--- src/hbp_defines.svh ---
`ifndef HBP_DEFINES_SVH
`define HBP_DEFINES_SVH

// ****************************************************************
// Direct register word addresses (byte offsets 0x00 to 0x0C).
// ****************************************************************
`define HBP_ADR_INDADDR 2'h0
`define HBP_ADR_INDDATA 2'h1
`define HBP_ADR_CDATA   2'h2
`define HBP_ADR_INTSTAT 2'h3

// ****************************************************************
// Widths, FIFO shape and thresholds.
// ****************************************************************
`define HBP_DATA_W      32
`define HBP_HALF_W      16
`define HBP_FIFO_D      32
`define HBP_LVL_W       6
`define HBP_NEAR_FULL   6'h18
`define HBP_NEAR_EMPTY  6'h08
`define HBP_IDX_W       8
`define HBP_IDX_STEP    8'h01
`define HBP_IDX_RST     8'h00
`define HBP_SRQ_BIT     0
`define HBP_EN_ON       2'h0
`define HBP_EN_OFF      2'h3

`endif

--- src/hbp_pkg.sv ---
`include "hbp_defines.svh"

package hbp_pkg;

  // ****************************************************************
  // Access sequencer states, Gray coded along idle, wait, acknowledge.
  // ****************************************************************
  typedef enum logic [1:0]
  {
    HBP_IDLE = 2'h0,
    HBP_WAIT = 2'h1,
    HBP_ACK  = 2'h3
  } hbp_state_t;

  // ****************************************************************
  // Host pins as seen by the port, all sampled on ref_clk.
  // ****************************************************************
  typedef struct packed
  {
    logic                      csN;
    logic                      wrN;
    logic                      rdN;
    logic [1:0]                adr;
    logic [1:0]                lowerHalfEnableN;
    logic [1:0]                upperHalfEnableN;
    logic [`HBP_DATA_W-1:0]    data;
  } hbp_host_t;

  // ****************************************************************
  // Register access presented to the core register file.
  // ****************************************************************
  typedef struct packed
  {
    logic                      wrEn;
    logic                      rdEn;
    logic [1:0]                adr;
    logic [`HBP_IDX_W-1:0]     index;
    logic                      lowerHalf;
    logic                      upperHalf;
    logic [`HBP_DATA_W-1:0]    data;
  } hbp_reg_t;

endpackage

--- src/hbp_fifo.sv ---
`timescale 1ns/10ps

module hbp_fifo
#(
  parameter int WIDTH = 32,
  parameter int DEPTH = 32
)
(
  // Clock and reset.
  input  wire logic                       ref_clk,
  input  wire logic                       rst,
  input  wire logic                       flush,
  // Fill side.
  input  wire logic [WIDTH-1:0]           inData,
  input  wire logic                       inValid,
  output logic                            inReady,
  // Drain side.
  output logic [WIDTH-1:0]                outData,
  output logic                            outValid,
  input  wire logic                       outReady,
  // Occupancy.
  output logic [$clog2(DEPTH):0]          level
);

  localparam int AW = $clog2(DEPTH);

  logic [WIDTH-1:0] mem [DEPTH];
  logic [AW-1:0]    wrPtr_q;
  logic [AW-1:0]    rdPtr_q;
  logic [AW:0]      count_q;
  logic             push;
  logic             pop;

  assign inReady  = (count_q != DEPTH[AW:0]);
  assign outValid = (count_q != '0);
  assign push     = inValid && inReady;
  assign pop      = outReady && outValid;
  assign outData  = mem[rdPtr_q];
  assign level    = count_q;

  always_ff @(posedge ref_clk)
  begin
    if (push)
    begin
      mem[wrPtr_q] <= inData;
    end
  end

  always_ff @(posedge ref_clk)
  begin
    if (rst || flush)
    begin
      wrPtr_q <= '0;
      rdPtr_q <= '0;
      count_q <= '0;
    end
    else
    begin
      if (push)
      begin
        wrPtr_q <= wrPtr_q + 1'b1;
      end
      if (pop)
      begin
        rdPtr_q <= rdPtr_q + 1'b1;
      end
      count_q <= count_q + {{AW{1'b0}}, push} - {{AW{1'b0}}, pop};
    end
  end

endmodule // hbp_fifo

--- src/hbp_host_port.sv ---
// Summary of operation
// (RL1) Lower enable pair selects the low 16-bit half, upper pair the high half.
// (RL2) A full-width host keeps both enable pairs low at all times.
// (RL3) A 16-bit host always moves the lower half before the upper half.
// (RL4) The FIFO steps to the next word only after an upper-half access ends.
// (RL5) The indirect index steps only after the upper half of indirect data.
// (RL6) Strobes act only while select is low; the host selects every access.
// (RL7) With select high all 32 data pins are released.
// (RL8) Write data is taken at the rising edge of the write strobe.
// (RL9) Read data is driven for as long as the read strobe is low.
// (RL10) Acknowledge is asserted to complete each access.
// (RL11) Non-FIFO accesses hold acknowledge off for at least one wait cycle.
// (RL12) Decoding with a full FIFO, acknowledge stays off until a slot frees.
// (RL13) Encoding with an empty FIFO, acknowledge stays off until a word arrives.
// (RL14) Service request is high whenever the FIFO needs the host.
// (RL15) Service request is mirrored in status and gated by mask onto the interrupt.
// (RL16) The host holds its strobe until acknowledge, then ends the access.
// (RL17) Two address pins select one of four registers at 0x00 to 0x0C.
// (RL18) Encoding, service request is low after soft reset and rises when nearly full.
`timescale 1ns/10ps
`include "hbp_defines.svh"

module hbp_host_port
(
  // Clock and reset.
  input  wire logic                     ref_clk,
  input  wire logic                     rst,
  // Host bus.
  input  wire hbp_pkg::hbp_host_t       hostIn,
  output logic [`HBP_DATA_W-1:0]        dataOut,
  output logic [`HBP_DATA_W-1:0]        dataOeN,
  output logic                          ackN,
  output logic                          bufferServiceRequest,
  output logic                          hostInterrupt,
  // Core control.
  input  wire logic                     encodeMode,
  input  wire logic                     softResetBit,
  input  wire logic                     srqMask,
  // Core register file.
  output hbp_pkg::hbp_reg_t             coreAcc,
  input  wire logic [`HBP_DATA_W-1:0]   coreRdData,
  // Encode stream into the FIFO.
  input  wire logic [`HBP_DATA_W-1:0]   strmInData,
  input  wire logic                     strmInValid,
  output logic                          strmInReady,
  // Decode stream out of the FIFO.
  output logic [`HBP_DATA_W-1:0]        strmOutData,
  output logic                          strmOutValid,
  input  wire logic                     strmOutReady
);
  import hbp_pkg::*;

  // ****************************************************************
  // Access decode.
  // ****************************************************************
  hbp_state_t               state_q;
  hbp_state_t               state_d;
  logic                     accReq;
  logic                     isWr;
  logic                     isData;
  logic                     lowSel;
  logic                     upSel;
  logic                     fifoBlock;
  logic                     commit;
  logic                     accWr_q;
  logic [1:0]               accAdr_q;
  logic                     accLow_q;
  logic                     accUp_q;
  logic [`HBP_DATA_W-1:0]   wrData_q;
  logic [`HBP_HALF_W-1:0]   stage_q;
  logic [`HBP_IDX_W-1:0]    indPtr_q;
  logic                     pushHost;
  logic                     popHost;
  logic [`HBP_DATA_W-1:0]   fInData;
  logic                     fInValid;
  logic                     fInReady;
  logic [`HBP_DATA_W-1:0]   fOutData;
  logic                     fOutValid;
  logic                     fOutReady;
  logic [`HBP_LVL_W-1:0]    level;

  function automatic logic pairOn(input logic [1:0] enN);
    pairOn = (enN == `HBP_EN_ON);
  endfunction

  assign accReq = !hostIn.csN && (!hostIn.wrN || !hostIn.rdN); // RL6
  assign isWr   = !hostIn.wrN;
  assign isData = (hostIn.adr == `HBP_ADR_CDATA); // RL17
  assign lowSel = pairOn(hostIn.lowerHalfEnableN); // RL1 RL2
  assign upSel  = pairOn(hostIn.upperHalfEnableN); // RL1 RL2
  assign fifoBlock = encodeMode ? (!isWr && !fOutValid) // RL13
                                : (isWr && !fInReady); // RL12
  assign commit = (state_q == HBP_ACK) && hostIn.wrN && hostIn.rdN; // RL16

  // ****************************************************************
  // Access sequencer.
  // ****************************************************************
  always_comb
  begin
    state_d = state_q;
    case (state_q)
      HBP_IDLE:
      begin
        if (accReq && !isData)
        begin
          state_d = HBP_WAIT; // RL11
        end
        else if (accReq && !fifoBlock)
        begin
          state_d = HBP_ACK;
        end
      end
      HBP_WAIT: state_d = HBP_ACK;
      HBP_ACK:
      begin
        if (commit)
        begin
          state_d = HBP_IDLE;
        end
      end
      default: state_d = HBP_IDLE;
    endcase
  end

  always_ff @(posedge ref_clk)
  begin
    state_q <= rst ? HBP_IDLE : state_d;
  end

  assign ackN = (state_q != HBP_ACK); // RL10

  // ****************************************************************
  // Access attributes, latched when the access is accepted.
  // ****************************************************************
  always_ff @(posedge ref_clk)
  begin
    if (rst)
    begin
      accWr_q  <= 1'b0;
      accAdr_q <= `HBP_ADR_INDADDR;
      accLow_q <= 1'b0;
      accUp_q  <= 1'b0;
    end
    else if (state_q == HBP_IDLE && accReq)
    begin
      accWr_q  <= isWr;
      accAdr_q <= hostIn.adr;
      accLow_q <= lowSel;
      accUp_q  <= upSel;
    end
  end

  // Data in the last cycle with write low is what the rising edge captures.
  always_ff @(posedge ref_clk)
  begin
    if (!hostIn.wrN)
    begin
      wrData_q <= hostIn.data; // RL8
    end
  end

  // ****************************************************************
  // Compressed data: half staging and FIFO stepping.
  // ****************************************************************
  assign pushHost = commit && accWr_q && accUp_q && !encodeMode
                    && (accAdr_q == `HBP_ADR_CDATA); // RL4 RL3
  assign popHost  = commit && !accWr_q && accUp_q && encodeMode
                    && (accAdr_q == `HBP_ADR_CDATA); // RL4

  always_ff @(posedge ref_clk)
  begin
    if (commit && accWr_q && accLow_q && (accAdr_q == `HBP_ADR_CDATA))
    begin
      stage_q <= wrData_q[`HBP_HALF_W-1:0]; // RL3
    end
  end

  assign fInData = encodeMode ? strmInData
                              : {wrData_q[`HBP_DATA_W-1:`HBP_HALF_W],
                                 accLow_q ? wrData_q[`HBP_HALF_W-1:0] : stage_q};

  assign fInValid     = encodeMode ? strmInValid : pushHost;
  assign fOutReady    = encodeMode ? popHost : strmOutReady;
  assign strmInReady  = encodeMode && fInReady;
  assign strmOutValid = !encodeMode && fOutValid;
  assign strmOutData  = fOutData;

  hbp_fifo
  #(
    .WIDTH (`HBP_DATA_W),
    .DEPTH (`HBP_FIFO_D)
  )
  uFifo
  (
    .ref_clk  (ref_clk),
    .rst      (rst),
    .flush    (softResetBit),
    .inData   (fInData),
    .inValid  (fInValid),
    .inReady  (fInReady),
    .outData  (fOutData),
    .outValid (fOutValid),
    .outReady (fOutReady),
    .level    (level)
  );

  // ****************************************************************
  // Indirect register index.
  // ****************************************************************
  always_ff @(posedge ref_clk)
  begin
    if (rst)
    begin
      indPtr_q <= `HBP_IDX_RST;
    end
    else if (commit && accWr_q && accAdr_q == `HBP_ADR_INDADDR)
    begin
      indPtr_q <= wrData_q[`HBP_IDX_W-1:0];
    end
    else if (commit && accUp_q && accAdr_q == `HBP_ADR_INDDATA)
    begin
      indPtr_q <= indPtr_q + `HBP_IDX_STEP; // RL5
    end
  end

  // ****************************************************************
  // Core register access and read data path.
  // ****************************************************************
  always_ff @(posedge ref_clk)
  begin
    if (rst)
    begin
      coreAcc <= '0;
    end
    else
    begin
      coreAcc.wrEn      <= commit && accWr_q && (accAdr_q != `HBP_ADR_CDATA); // RL8
      coreAcc.rdEn      <= (state_q == HBP_WAIT) && !accWr_q;
      coreAcc.adr       <= (state_q == HBP_IDLE) ? hostIn.adr : accAdr_q;
      coreAcc.index     <= indPtr_q;
      coreAcc.lowerHalf <= accLow_q; // RL1
      coreAcc.upperHalf <= accUp_q; // RL1
      coreAcc.data      <= wrData_q;
    end
  end

  always_ff @(posedge ref_clk)
  begin
    if (rst)
    begin
      dataOut <= '0;
      dataOeN <= '1;
    end
    else
    begin
      dataOeN <= {`HBP_DATA_W{hostIn.csN || hostIn.rdN}}; // RL7 RL9
      dataOut <= coreRdData;
      if (hostIn.adr == `HBP_ADR_CDATA)
      begin
        dataOut <= fOutData;
      end
      else if (hostIn.adr == `HBP_ADR_INTSTAT)
      begin
        dataOut <= coreRdData
                   | ({{(`HBP_DATA_W-1){1'b0}}, bufferServiceRequest} << `HBP_SRQ_BIT); // RL15
      end
    end
  end

  // ****************************************************************
  // Service request and host interrupt.
  // ****************************************************************
  always_ff @(posedge ref_clk)
  begin
    if (rst || softResetBit)
    begin
      bufferServiceRequest <= !encodeMode; // RL18
    end
    else if (encodeMode)
    begin
      bufferServiceRequest <= (level >= `HBP_NEAR_FULL); // RL14 RL18
    end
    else
    begin
      bufferServiceRequest <= (level <= `HBP_NEAR_EMPTY); // RL14
    end
  end

  always_ff @(posedge ref_clk)
  begin
    hostInterrupt <= !rst && bufferServiceRequest && srqMask; // RL15
  end
endmodule // hbp_host_port

--- config.mk ---
export PLATFORM = sky130hd
export DESIGN_NAME = hbp_host_port
export DESIGN_NICKNAME = d
export VERILOG_FILES = /design/src/hbp_pkg.sv /design/src/hbp_fifo.sv /design/src/hbp_host_port.sv
export VERILOG_INCLUDE_DIRS = /design/src /design/src/src
export SDC_FILE = /design/constraint.sdc
export NUM_CORES = 1
export LEC_CHECK = 0
export BUFFER_PORTS_ARGS = -buffer_cell sky130_fd_sc_hd__clkbuf_2
export CAP_MARGIN = 10
export CORE_UTILIZATION = 55
export DETAILED_ROUTE_END_ITERATION = 8
export GPL_ROUTABILITY_DRIVEN = 1
export PLACE_DENSITY = 0.76
export SKIP_LAST_GASP = 1
export SYNTH_ARGS = -nofsm -noshare
export SYNTH_HDL_FRONTEND = slang
export SYNTH_SLANG_ARGS = --single-unit
--- constraint.sdc ---
create_clock -name ref_clk -period 3.22 [get_ports ref_clk]
set_clock_uncertainty 0.1 [all_clocks]
set_input_delay 0.322 -clock ref_clk [delete_from_list [all_inputs] [get_ports ref_clk]]
set_output_delay 0.322 -clock ref_clk [all_outputs]
set_load 0.01 [all_outputs]
; Word level (Yosys, flattened, before mapping)
; Memories as Yosys holds them, arrays and structs flattened. A register that Yosys moved wholly into a read port is not among the register bits.
; Cells that the tools add are included.
[classes]
add_sub_neg = 5
n_lt_le_gt_ge = 2
n_eq_ne = 11
n_mux = 20
bitwise_logic = 1
n_reduce_logical = 49
[op_table]
columns = cell, n
row1 = $mux 32, 3
row2 = $or 32x1->32, 1
row3 = $logic_and 1x1->1, 29
row4 = $mux 16, 1
row5 = $mux 8, 2
row6 = $add 5x1->5 const B, 2
row7 = $logic_not 1->1, 10
row8 = $mux 5, 2
row9 = $add 8x1->8 const B, 1
row10 = $eq 2x2->1 const B, 4
row11 = $logic_not 2->1, 4
row12 = $mux 2, 4
row13 = $mux 1, 7
row14 = $add 6x1->6, 1
row15 = $ge 6x5->1 const B, 1
row16 = $le 6x4->1 const B, 1
row17 = $ne 2x2->1 const B, 3
row18 = $ne 6x6->1 const B, 1
row19 = $pmux 2 s3, 1
row20 = $reduce_bool 6->1, 1
row21 = $sub 6x1->6, 1
row22 = $eq 2x1->1 const B, 2
row23 = $logic_or 1x1->1, 3
row24 = $ne 3x3->1 const B, 1
row25 = 2 further kinds, 2
[word_totals]
reg_bits = 160
ramBits = 1024
inputBits = 112
out_inout_bits = 147
wordCells = 111
mem_count = 1
[mem_list]
columns = memory, words, word_bits, rd, rd_clocked_by_memory_dff, write_ports, line
row1 = uFifo.mem, 32, 32, 1, 1, 1, hbp_fifo.sv:27  ; logic [WIDTH-1:0] mem [DEPTH];

; Depth between registers and ports, before layout
[depth]
ltp_word = 11
depth_mapped = 14
ltp_nobuf = 14

; By module
; Synthesis repeated with hierarchy kept, for this count alone.
[unflattened]
hier_cells = 2565
hier_area_um2 = 45936.6
[by_module_without_submodules]
columns = module, n_inst, cells_per_inst, area_each_um2, seq_area_each_um2
row1 = hbp_fifo, 1, 2043, 40331.2, 31169.9
row2 = hbp_host_port, 1, 522, 5605.4, 3363.2

; Worst setup path before layout
; Ideal clock, no wire load.
[synth_path]
path_type = reg-to-reg
from = register state_q[1]
to = memory uFifo.mem[15][0], enable pin
setup_ns = 0.422
t_arrival_ns = 2.748
required_ns = 2.698
path_slack_ns = -0.050
stages_incl_launch_ff = 7
n_path_buf = 2
period_less_slack_ns = 3.270
cell_sequence = dfxtp_1 -> buf_2 -> and4_4 -> a41oi_2 -> or3b_1 -> buf_2 -> nor2_1
[synth_between]
elab_chain_len = 11
[synth_rtl]
columns = item, line
row1 = start: declaration, hbp_host_port.sv:56  ; hbp_state_t state_q;
row2 = start signal: assignment, hbp_host_port.sv:127  ; state_q <= rst ? HBP_IDLE : state_d;
row3 = $eq 2x2->1, hbp_host_port.sv:93  ; assign commit = (state_q == HBP_ACK) && hostIn.wrN && hostIn.rdN;
row4 = $logic_and 1x1->1 (2 in series), hbp_host_port.sv:93
row5 = $logic_and 1x1->1 (4 in series), hbp_host_port.sv:165  ; assign pushHost = commit && accWr_q && accUp_q && !encodeMode
row6 = $mux 1, hbp_host_port.sv:182  ; assign fInValid = encodeMode ? strmInValid : pushHost;
row7 = $logic_and 1x1->1, hbp_fifo.sv:36  ; assign push = inValid && inReady;
row8 = $mux 1, hbp_fifo.sv:43  ; if (push)
row9 = $mux 1 (not written as such), hbp_fifo.sv:45  ; mem[wrPtr_q] <= inData;
row10 = end: declaration, hbp_fifo.sv:27
; Every way passes these cells.

==> impl_metrics.py <==
metrics = {
    "run_status": {
        "outcome": "finished with violations",
        "violations": "negative hold slack, negative setup slack",
    },
    "worst_setup_path": {
        "critPathMaxStageDelay_ns": 0.41,
        "crit_fanout": 6,
        "critPathKind": "reg -> out",
        "crit_required_ns": 2.80,
        "startpoint_type": "register",
        "critPathBufInv": 5,
        "crit_top_cell": "clkbuf_16",
        "crit_arrival_ns": 2.90,
        "crit_slowest_cell": "nor4_2",
        "end_kind": "output port",
        "path_delay_family": "buffers and inverters",
        "path_cells": "buf_12 -> buf_16 -> clkbuf_16 -> clkbuf_16 -> mux2i_1 -> a22oi_1 -> a21oi_1 -> nor4_2 -> buf_2",
    },
    "synthesis": {
        "synth_flop_cell": "edfxtp_1",
        "async_flop_share": 0,
        "ys_ff_latch": 1189,
        "yosys.cell_count.top_type": "edfxtp_1",
        "yosysWarnings": 0,
        "syn_avg_cell_area_um2": 16.77,
        "synth.distinct_cells": 53,
        "synth_top_cells_by_count": "1,072 x edfxtp_1, 533 x mux2i_1, 257 x a22oi_1, 153 x a21oi_1, 133 x nor2_1",
        "syn-num-nets": 2901,
        "synth_area_leader_cell": "edfxtp_1",
        "syn_inst": 2769,
        "yosysSeqAreaShare": 0.7435,
        "syn_area_mm2": 0.04645,
        "synth_top_area_share": 0.6930,
        "synth_edf_count": 1072,
        "netlist_top_cells_area": "edfxtp_1 69%, mux2i_1 11%, dfxtp_1 5.0%, a22oi_1 4.2%, a21oi_1 1.6%",
    },
    "grt": {
        "grt_pass1_vias": 27550,
        "grt_max_degree": 73,
        "grt_pass1_wl_mm": 175.6,
        "antenna_found_initial": 2,
        "overflow": 0,
        "grt_util_all_layers": 0.2810,
    },
    "floorplan": {
        "rows": 106,
        "start_util": 0.5559,
        "ios": 259,
        "dieArea_mm2": 0.08562,
        "die-width_um": 292.6,
        "die_h_um": 292.6,
        "core_area_mm2": 0.08356,
    },
    "sta": {
        "fin_ws_ns": -0.09908,
        "drv_slew": 0,
        "tightest_slew_ns": 1.179,
        "fin_crit_sh": 1.031,
        "hold_viol_final": 8,
        "setup_viol": 4,
        "rsz0062_at_grt": "true",
        "fmax_ghz": 0.3013,
        "slew-limit-headroom": 0.2141,
        "whs_ns": -0.02651,
        "period_needed_ns": 3.319,
    },
    "routing": {
        "first_iter_violations": 3047,
        "routed_via_density": 6.285,
        "drt-pass1-iter-count": 5,
        "via_count": 27920,
        "drtAntennaViolNets": 0,
        "finalWirelength_mm": 125.7,
        "wire_per_inst_um": 28.28,
        "drc": 0,
    },
    "pwr": {
        "pwr-share-seq": 0.531,
        "p_clk_frac": 0.404,
        "p_int_w": 0.02524,
        "pwr-share-comb": 0.065,
        "p_per_area_mw_per_mm2": 573.8,
        "peakVddDrop_mv": 0.5049,
        "p_leak_nw": 18.18,
        "swShare": 0.2206,
        "p_sw_w": 0.007144,
    },
    "layout": {
        "utilization": 0.6753,
        "final_cells": 4443,
        "area_growth_syn_to_layout_pct": 21.49,
        "finish.instance_area_mm2": 0.05643,
        "layout-drive-gt1-share": 0.2416,
        "fin_nets": 3392,
    },
    "place": {
        "post-place-ws_ns": 0.1832,
        "placed_cells": 4059,
        "placed_cell_area_mm2": 0.05017,
        "portBuffers": 258,
        "dpl.hpwl_mm": 67.80,
        "gp_congestion": 0.8415,
    },
    "clock_network": {
        "clk_latency_ns": 0.70,
        "cts_sinks": 1189,
        "clk_pin_slew_worst_paths_ns": 0.07,
        "cts_root_buf": "clkbuf_16",
        "cts_buffer_depth": 3,
        "htreeDepth": 3,
        "cts_tree": "done",
        "cts_made_buffers": 115,
    },
    "flow_run": {
        "maxCapViolCount": 0,
    },
    "min_path": {
        "hold_path.class": "in -> reg",
    },
}
final timing paths:
check	startpoint	end	slack [ns]	cells after the start
worst max-delay path	register	strmOutData[11]	-0.1	9
worst max register to register	uFifo.level[4]	uFifo.level[4]	0.22	14
worst min register to register	wrData_q[27]	coreAcc[27]	0.38	1
worst min-delay path	strmInData[11]	uFifo.mem[13][11]	-0.03	3
per-layer routing:
layer | global-route usage | wire [um] | vias up
li1 | - | - | 11820
met1 | 0.3732 | 48060 | 13980
met5 | 0 | 0 | -
met4 | 0.1162 | 4637 | 0
met2 | 0.4528 | 59580 | 1836
met3 | 0.05964 | 13390 | 296
cells in the final DEF, fill, tap and decap left out, types with 8 or more instances in the layout:
cell type         n
clkbuf_2        248
clkbuf_1         31
nor2_4           33
buf_12           50
a22oi_1         242
xnor2_1           9
mux2i_1         531
dlygate4sd3_1    78
ha_1             19
buf_2             8
o21ai_0           8
nor4_4           24
dfxtp_1         114
nor2_1          100
o21a_1           34
nor4_2            8
nand2_1          37
edfxtp_1       1072
nor3_1           10
a21oi_2          34
o21ai_2          10
nand3_1           9
clkbuf_16       138
a21oi_1         118
mux2_2           17
nor2b_1          46
a22oi_2          15
buf_16           21
inv_1            15
clkinv_2         13
clkinv_1         30
buf_4           133
registers in the layout, indices dropped and copies added, names as in the netlist, 2 cells and up, named ones only:
register / count
dataOut: 32
uFifo.mem: 1024
uFifo.level: 6
accAdr_q: 2
coreAcc: 46
indPtr_q: 8
uFifo.rdPtr_q: 5
state_q: 2
uFifo.wrPtr_q: 5
stage_q: 16
wrData_q: 32
per-stage QoR:
step / setup TNS, ns / power [W]
2_1_floorplan: -22.01 / 0.01853
3_3_place_gp: 0 / 0.01926
3_5_place_dp: 0 / 0.01934
4_1_cts: -0.2199 / 0.03232
5_1_grt: -0.6540 / 0.03320
6_report: -0.2512 / 0.03238
tightest hold or removal path, stage by stage:
cell and delay [ns]:
clkbuf_2 0.07, nand2_1 0.05, o21ai_2 0.16
what timing repair did:
item / 4_1_cts / 5_1_grt
hold buffers: 77 / 1
cloned: 9 / 17
setup endpoints to repair: 32 / 33
gates resized for setup: 43 / 84
hold endpoints to repair: 85 / 8
buffers inserted: 25 / 34
pin swaps: 23 / 46
cell type report:
type | count | area (um^2)
Multi-Input combinational cell | 1372 | 11550
Clock inverter | 62 | 483.0
Sequential cell | 1189 | 34540
Inverter | 15 | 56.30
Fill cell | 5275 | 27130
Clock buffer | 156 | 3188
Timing Repair Buffer | 567 | 5253
Tap cell | 1080 | 1351
Antenna cell | 2 | 5.005
cells by family (layout without fill, tap and decap cells):
family | count (synthesis) | count (layout) | synth area share
fa+ha+maj | 20 | 20 | 0.005549
buf+inv | 209 | 800 | 0.02451
compound gates | 483 | 483 | 0.06883
flops | 1189 | 1189 | 0.7435
xor+xnor | 10 | 10 | 0.001886
simple gates | 308 | 309 | 0.03677
other cells | 0 | 2 | 0
mux | 550 | 550 | 0.1190
power by group through the flow:
stage | clock, W | sequential [W] | combinational [W]
after floorplan | 0 | 0.0175 | 0.00101
after global placement | 0 | 0.0175 | 0.00176
after detailed placement | 0 | 0.0175 | 0.00182
after CTS | 0.0131 | 0.0172 | 0.00198
after global routing | 0.0138 | 0.0172 | 0.00224
final | 0.0131 | 0.0172 | 0.00211
(Power assumes the default switching activity.)
